**src/sync_input_pkg.sv**
```systemverilog
package sync_input_pkg;

  // Register map (word addresses on the Avalon bus)
  localparam logic [1:0] ctrl_addr         = 2'h0;
  localparam logic [1:0] rise_capture_addr = 2'h1;
  localparam logic [1:0] fall_capture_addr = 2'h2;
  localparam logic [1:0] status_addr       = 2'h3;

  // Control register field positions
  localparam int mode_hi_bit    = 7;
  localparam int mode_lo_bit    = 6;
  localparam int conn_en_bit    = 5;
  localparam int cap_start_bit  = 4;
  localparam int inv_field_msb  = 3;

  localparam logic [7:0] ctrl_reset   = 8'h00;
  localparam logic [7:0] capture_zero = 8'h00;
  localparam logic [31:0] unmapped_rd = 32'h0000_0000;

  typedef enum logic [1:0] {
    mode_none      = 2'b00,
    mode_sync_on_g = 2'b01,
    mode_composite = 2'b10,
    mode_separate  = 2'b11
  } sync_mode_t;

  typedef enum logic [1:0] {
    cap_idle      = 2'b00,
    cap_wait_rise = 2'b01,
    cap_wait_fall = 2'b10
  } cap_state_t;

  // External sync pins
  typedef struct packed {
    logic horiz_sync_input;
    logic vert_sync_input;
    logic composite_sync_input;
    logic spare_horiz_input;
    logic spare_vert_input;
    logic separated_vert_source;
  } sync_pins_t;

  // Normal pin inputs of the timers
  typedef struct packed {
    logic frt_a;
    logic frt_b;
    logic frt_c;
    logic frt_d;
    logic chan1_event_input;
    logic chan_x_event_input;
    logic chan_y_event_input;
  } timer_pins_t;

  // Inputs as seen by the timers
  typedef struct packed {
    logic frt_a;
    logic frt_b;
    logic frt_c;
    logic frt_d;
    logic chan1_clock;
    logic chan1_reset;
    logic chan_x_clock;
    logic chan_x_reset;
    logic chan_y_clock;
    logic chan_y_reset;
  } timer_feed_t;

endpackage

```
**src/pulse_capture.sv**
```systemverilog
`timescale 1ns/1ps
module pulse_capture
  import sync_input_pkg::*;
(
  // Clock and reset
  input  wire logic       clk,
  input  wire logic       rst_n,
  input  wire logic       clk_en,
  // Control
  input  wire logic       arm,
  input  wire logic       reset_in,
  input  wire logic [7:0] timer_count_value,
  // Results
  output logic            busy_q,
  output logic [7:0]      rise_capture_q,
  output logic [7:0]      fall_capture_q
);

  cap_state_t state_q;
  logic       prev_q;
  logic       rise;
  logic       fall;

  assign rise = reset_in & ~prev_q;
  assign fall = ~reset_in & prev_q;

  always_ff @(posedge clk) begin
    if (!rst_n) begin
      prev_q <= 1'b0;
    end else if (clk_en) begin
      prev_q <= reset_in;
    end
  end

  // Single armed pass: rise, then fall, then disarm
  always_ff @(posedge clk) begin
    if (!rst_n) begin
      state_q <= cap_idle;
    end else if (clk_en) begin
      unique case (state_q)
        cap_idle: begin
          if (arm) state_q <= cap_wait_rise;
        end
        cap_wait_rise: begin
          if (rise) state_q <= cap_wait_fall;
        end
        cap_wait_fall: begin
          if (fall) state_q <= cap_idle;
        end
        default: state_q <= cap_idle;
      endcase
    end
  end

  // Captures only while armed; idle edges change nothing
  always_ff @(posedge clk) begin
    if (!rst_n) begin
      rise_capture_q <= capture_zero;
      fall_capture_q <= capture_zero;
    end else if (clk_en) begin
      if (state_q == cap_wait_rise && rise) rise_capture_q <= timer_count_value;
      if (state_q == cap_wait_fall && fall) fall_capture_q <= timer_count_value;
    end
  end

  always_ff @(posedge clk) begin
    if (!rst_n) begin
      busy_q <= 1'b0;
    end else if (clk_en) begin
      if (arm) busy_q <= 1'b1;
      else if (state_q == cap_wait_fall && fall) busy_q <= 1'b0;
    end
  end

endmodule

```
**src/sync_input_select_capture.sv**
```systemverilog
// Design decisions made here: register access over Avalon-MM and the register offsets.
`timescale 1ns/1ps
// Operation
// - Two-bit sync mode at bits 7:6, reset zero; none, SoG, composite, separate.
// - Internal horizontal: 00 spare horizontal, 01 composite, 1x horizontal input.
// - Internal vertical: 00 spare vertical, 01/10 separated source, 11 vertical input.
// - Bit 5 connection enable, reset zero, selects timer input sources.
// - Enable zero feeds each timer input from its own pin.
// - Enable one feeds timers from internal sync signals per fixed table.
// - With enable one, channel X reset input is the internal horizontal sync.
// - Once armed, rising edge captures count to rise reg, falling to fall reg.
// - Hardware clears capture-start after both edges are captured.
// - Capture-start sets only on a write of one after reading it zero.
// - One armed operation yields both pulse edge timestamps.
module sync_input_select_capture
  import sync_input_pkg::*;
(
  // Clock and reset
  input  wire logic        clk,
  input  wire logic        rst_n,
  input  wire logic        clk_en,
  // Avalon-MM slave
  input  wire logic [1:0]  avs_address,
  input  wire logic        avs_read,
  input  wire logic        avs_write,
  input  wire logic [31:0] avs_writedata,
  output logic [31:0]      avs_readdata,
  output logic             avs_waitrequest,
  // Pins and timer side
  input  wire sync_pins_t  sync_pins,
  input  wire timer_pins_t timer_pins,
  input  wire logic        chan1_compare_output,
  input  wire logic        generated_vert_sync,
  input  wire logic [7:0]  timer_count_value,
  // Outputs
  output timer_feed_t      timer_feed_q,
  output logic             internal_horiz_sync_q,
  output logic             internal_vert_sync_q
);

  logic [7:0] ctrl_q;
  logic       read_zero_q;
  logic       ack_q;
  logic       busy;
  logic [7:0] rise_cap;
  logic [7:0] fall_cap;
  logic       internal_horiz_sync;
  logic       internal_vert_sync;
  logic       arm;
  logic       req;
  logic       wr_ctrl;
  logic       rd_ctrl;
  sync_mode_t mode;
  timer_feed_t feed_d;

  assign mode    = sync_mode_t'(ctrl_q[mode_hi_bit:mode_lo_bit]);
  assign req     = (avs_read | avs_write) & ~ack_q & clk_en;
  assign wr_ctrl = req & avs_write & (avs_address == ctrl_addr);
  assign rd_ctrl = req & avs_read & (avs_address == ctrl_addr);
  assign arm     = wr_ctrl & avs_writedata[cap_start_bit] & read_zero_q & ~busy;

  always_comb begin
    unique case (mode)
      mode_none:      internal_horiz_sync = sync_pins.spare_horiz_input;
      mode_sync_on_g: internal_horiz_sync = sync_pins.composite_sync_input;
      default:        internal_horiz_sync = sync_pins.horiz_sync_input;
    endcase
  end

  always_comb begin
    unique case (mode)
      mode_none:      internal_vert_sync = sync_pins.spare_vert_input;
      mode_separate:  internal_vert_sync = sync_pins.vert_sync_input;
      default:        internal_vert_sync = sync_pins.separated_vert_source;
    endcase
  end

  always_comb begin
    if (ctrl_q[conn_en_bit]) begin
      feed_d.frt_a        = internal_vert_sync;
      feed_d.frt_b        = chan1_compare_output;
      feed_d.frt_c        = sync_pins.spare_vert_input;
      feed_d.frt_d        = internal_horiz_sync;
      feed_d.chan1_clock  = internal_horiz_sync;
      feed_d.chan1_reset  = ~internal_vert_sync;
      feed_d.chan_x_clock = internal_horiz_sync;
      feed_d.chan_x_reset = internal_horiz_sync;
      feed_d.chan_y_clock = generated_vert_sync;
      feed_d.chan_y_reset = generated_vert_sync;
    end else begin
      feed_d.frt_a        = timer_pins.frt_a;
      feed_d.frt_b        = timer_pins.frt_b;
      feed_d.frt_c        = timer_pins.frt_c;
      feed_d.frt_d        = timer_pins.frt_d;
      feed_d.chan1_clock  = timer_pins.chan1_event_input;
      feed_d.chan1_reset  = timer_pins.chan1_event_input;
      feed_d.chan_x_clock = timer_pins.chan_x_event_input;
      feed_d.chan_x_reset = timer_pins.chan_x_event_input;
      feed_d.chan_y_clock = timer_pins.chan_y_event_input;
      feed_d.chan_y_reset = timer_pins.chan_y_event_input;
    end
  end

  // Registered feed costs one cycle of latency on every timer input
  always_ff @(posedge clk) begin
    if (!rst_n) begin
      timer_feed_q          <= '0;
      internal_horiz_sync_q <= 1'b0;
      internal_vert_sync_q  <= 1'b0;
    end else if (clk_en) begin
      timer_feed_q          <= feed_d;
      internal_horiz_sync_q <= internal_horiz_sync;
      internal_vert_sync_q  <= internal_vert_sync;
    end
  end

  // Software-writable control bits; the start bit is mirrored from the capture unit
  always_ff @(posedge clk) begin
    if (!rst_n) begin
      ctrl_q <= ctrl_reset;
    end else if (wr_ctrl) begin
      ctrl_q[mode_hi_bit:conn_en_bit] <= avs_writedata[mode_hi_bit:conn_en_bit];
      ctrl_q[inv_field_msb:0]         <= avs_writedata[inv_field_msb:0];
    end
  end

  // Remembers that the last control read saw the start bit at zero
  always_ff @(posedge clk) begin
    if (!rst_n) begin
      read_zero_q <= 1'b0;
    end else if (rd_ctrl) begin
      read_zero_q <= ~busy;
    end else if (wr_ctrl) begin
      read_zero_q <= 1'b0;
    end
  end

  pulse_capture u_capture (
    .clk               (clk),
    .rst_n             (rst_n),
    .clk_en            (clk_en),
    .arm               (arm),
    .reset_in          (internal_horiz_sync_q),
    .timer_count_value (timer_count_value),
    .busy_q            (busy),
    .rise_capture_q    (rise_cap),
    .fall_capture_q    (fall_cap)
  );

  // One wait cycle per access; answer on the second edge
  always_ff @(posedge clk) begin
    if (!rst_n) begin
      ack_q <= 1'b0;
    end else if (clk_en) begin
      ack_q <= (avs_read | avs_write) & ~ack_q;
    end
  end

  always_ff @(posedge clk) begin
    if (!rst_n) begin
      avs_waitrequest <= 1'b1;
    end else if (clk_en) begin
      avs_waitrequest <= ~((avs_read | avs_write) & ~ack_q);
    end
  end

  always_ff @(posedge clk) begin
    if (!rst_n) begin
      avs_readdata <= unmapped_rd;
    end else if (req & avs_read) begin
      unique case (avs_address)
        ctrl_addr:         avs_readdata <= {24'h00_0000, ctrl_q[mode_hi_bit:conn_en_bit],
                                            busy, ctrl_q[inv_field_msb:0]};
        rise_capture_addr: avs_readdata <= {24'h00_0000, rise_cap};
        fall_capture_addr: avs_readdata <= {24'h00_0000, fall_cap};
        status_addr:       avs_readdata <= {24'h00_0000, 7'h00, busy};
      endcase
    end
  end

endmodule

```
**config.mk**
```make
export PLATFORM = sky130hd
export DESIGN_NAME = sync_input_select_capture
export DESIGN_NICKNAME = d
export VERILOG_FILES = /design/src/sync_input_pkg.sv /design/src/pulse_capture.sv /design/src/sync_input_select_capture.sv
export SDC_FILE = /design/constraint.sdc
export NUM_CORES = 1
export LEC_CHECK = 0
export BUFFER_PORTS_ARGS = -buffer_cell sky130_fd_sc_hd__buf_2
export CORE_MARGIN = 5
export CORE_UTILIZATION = 51
export CTS_CLUSTER_DIAMETER = 80
export DETAILED_ROUTE_END_ITERATION = 10
export PLACE_DENSITY = 0.94
export SLEW_MARGIN = 20
export SYNTH_ARGS = -nofsm -noshare
export SYNTH_HDL_FRONTEND = slang
export SYNTH_SLANG_ARGS = --single-unit
```
**constraint.sdc**
```tcl
create_clock -name clk -period 2.44 [get_ports clk]
set_input_delay 0.366 -clock clk [delete_from_list [all_inputs] [get_ports clk]]
set_output_delay 0.366 -clock clk [all_outputs]
set_load 0.005 [all_outputs]
```
==> summary.md <==
| Metric | Value |
|---|---|
| Critical Path Sink Type | `flip-flop` |
| Die H | `78.5 µm` |
| Seq/Total Area, Yosys | `40.2%` |
| Via count | `1,814` |
| Clock-pin slew on the worst setup and hold paths | `~90 ps` |
| Synth warnings | `0` |
| CTS root buf | `clkbuf_8` |
| Routed WL | `just under 5000 µm` |
| CORE AREA | `0.00463 mm²` |
| Synthesis-to-finish area growth | `11.8%` |
| Tcrit/Tclk final | `63.3%` |
| Max Root-Sink Buffers | `2` |
| Final hold vios | `0` |
| Clock skew | `between 8 and 9 ps` |
| Prevailing post-synth register cell | `dfxtp_1` |
| Placed instance area | `roughly 0.0026 mm²` |
| Status | `finished, final reports clean` |
| Ports | `107` |
| Final Wtd Congestion | `roughly 0.75` |
| Gate Count Post-Synth | `253` |
| Fin crit period | `1540 ps` |
| Syn Area/Cell | `9.45 µm²` |
| Total congestion overflow | `0` |
| Fillers | `423` |
| DP Wirelength | `3670 µm` |
| GRT Total Usage | `16.7%` |
| Met2 Use GR | `between 20% and 30%` |
| Most used routing layer | `met2` |
| CTS Buf Count | `5` |
| Top cells by area, synth | `dfxtp_1 40%, mux2i_1 15%, buf_4 9.4%` |
| Core Util, Final | `around 58%` |
| FMAX | `roughly 0.65 GHz` |
| GR Util met3 | `a little under 5%` |
| Drt drc | `0` |
| Max cap viols | `0` |
| Diodes inserted | `0` |
| Final nets | `between 300 and 400` |
| Starting Density | `51.6%` |
| CP Data Arrival Time | `1750 ps` |
| Initial antenna violation count | `0` |
| CP Class | `flip-flop to flip-flop` |
| Clock tree from TritonCTS | `done` |
| Adder-cell share of the synthesized area | `1.57%` |
| Total negative slack | `0 ps` |
| Pin count of the biggest net entering global routing | `33` |
| CTS Hold Bufs | `0` |
| H-Tree Depth | `2` |
| Mux cell area share after synthesis | `16.6%` |
| Complex-gate fraction of the synthesized area | `10.3%` |
| # setup viols final | `0` |
| Simple-gate share of the synthesized area | `between 10% and 20%` |
| Startpoint types | `flip-flop` |
| ANT nets after route | `0` |
| Drt pass-1 iters | `4` |
| Most frequent cells in the layout | `58 x buf_2, 48 x dfxtp_1, 37 x mux2i_1` |
| Leak pwr | `about 1.3 nW` |
| PortBufs | `58` |
| Cell Pwr Density | `552 mW/mm²` |
| Wirelength per Cell | `13.8 µm` |
| Largest area contributor in the synthesized netlist | `dfxtp_1` |
| HP Class | `input port to flip-flop` |
| Unrepaired setup endpoints after global routing | `no` |
| CP Data Required Time | `2650 ps` |
| Post-Synth XOR/XNOR Area | `0%` |
| Synth cell types | `32` |
| Cell Area, Synth | `0.00239 mm²` |
| Die area | `0.00616 mm²` |
| Fin area | `0.00267 mm²` |
| Slew Limit Fails | `0` |
| Asr flop ratio synth | `0%` |
| Main combinational cell family by area after synthesis | `simple AND/OR/NAND/NOR gates` |
| Share of the synthesized area in the top cell type | `40.2%` |
| Synth Register Bits | `48` |
| Share of layout cells above drive strength 1 | `24.8%` |
| Vias per std cell | `about 5.1` |
| Die X | `78.5 µm` |
| First-pass GRT wire length | `~8200 µm` |
| Post-CTS Resized | `0` |
| CTS sink count | `48` |
| Met1 usage | `a little under a fifth` |
| Most common cell after layout, fill and taps aside | `buf_2` |
| CP max FO | `5` |
| FP Rows | `25` |
| Post-synth EDFFs | `0` |
| Max VDD drop | `0.000352 V` |
| Vias in the first global route | `between 1,500 and 2,000` |
| Initial DRC Count | `94` |
| Clk_lat worst skew | `about 300 ps` |
| Post-CTS Setup Bufs | `0` |
-- cell type report --
cell class	instances	area, µm²	share of cell area [%]
tap	54	67.6	2.53
multi-input combinational	182	1220	45.8
timing repair buffer	61	313	11.7
clock buffer	7	86.3	3.23
clock inverter	1	7.51	0.281
inverter	4	15.0	0.562
sequential	48	961	35.9
-- stage by stage --
stage                     setup slack (ps)  hold WS [ps]  std cells  power, mW
after floorplan                       1120           447        276      0.968
after global placement                 740           441        349      0.999
after detailed placement               708           447        349       1.01
after CTS                              885           308        357       1.49
after global routing                   806           312        357       1.55
final                                  896           314        357       1.48
-- worst max-delay path, cell delays in order (launching register included) --
cell	delay, ps
dfxtp_1	420
inv_1	70
ha_1	300
a221oi_1	50
a21oi_1	270
a21oi_1	120
a31o_2	230
-- registers in the layout (all words and copies together), names as in the netlist --
register                  count
u_capture.fall_capture_q      8
internal_horiz_sync_q         1
u_capture.rise_capture_q      8
u_capture.busy_q              1
avs_readdata                  8
u_capture.state_q             2
u_capture.prev_q              1
avs_waitrequest               1
ctrl_q                        7
internal_vert_sync_q          1
read_zero_q                   1
ack_q                         1
timer_feed_q                  8
-- metal layers --
layer	part of all wire, %	routed length (µm)
met2	52	2540
met4	1.9	96
met5	0	0
met3	6.3	311
met1	40	1980
-- synthesized netlist by cell type, types with 3 or more instances --
cell,n
a21oi_1,3
buf_2,6
buf_4,30
clkbuf_1,6
dfxtp_1,48
ha_1,3
inv_1,4
mux2i_1,37
nand2_1,11
nand3_1,8
nand3b_1,7
nor2_1,14
nor2b_1,27
o211a_1,4
o211ai_1,3
o21ai_0,22
-- power by group --
group	leakage (nW)	internal (mW)	switching [mW]
Clock	0.0445	0.230	0.259
Combinational	0.903	0.0758	0.0893
Sequential	0.391	0.807	0.0151
Total	1.34	1.11	0.364
-- logic make-up after synthesis --
logic type	after synthesis
other cells	1
buf+inv	46
flops	48
compound gates	39
fa+ha+maj	3
mux	38
simple gates	78
-- worst paths after layout --
| kind | start | slack, ps | cells after the start | to |
|---|---|---|---|---|
| worst max register to register | ctrl_q[6] | 900 | 6 | timer_feed_q[4] |
| worst min register to register | avs_readdata[0] | 460 | 2 | avs_readdata[0] |
| worst min-delay path | avs_writedata[1] | 310 | 3 | ctrl_q[1] |
| worst max-delay path | ctrl_q[6] | 900 | 6 | timer_feed_q[4] |
(Power assumes the default switching activity.)
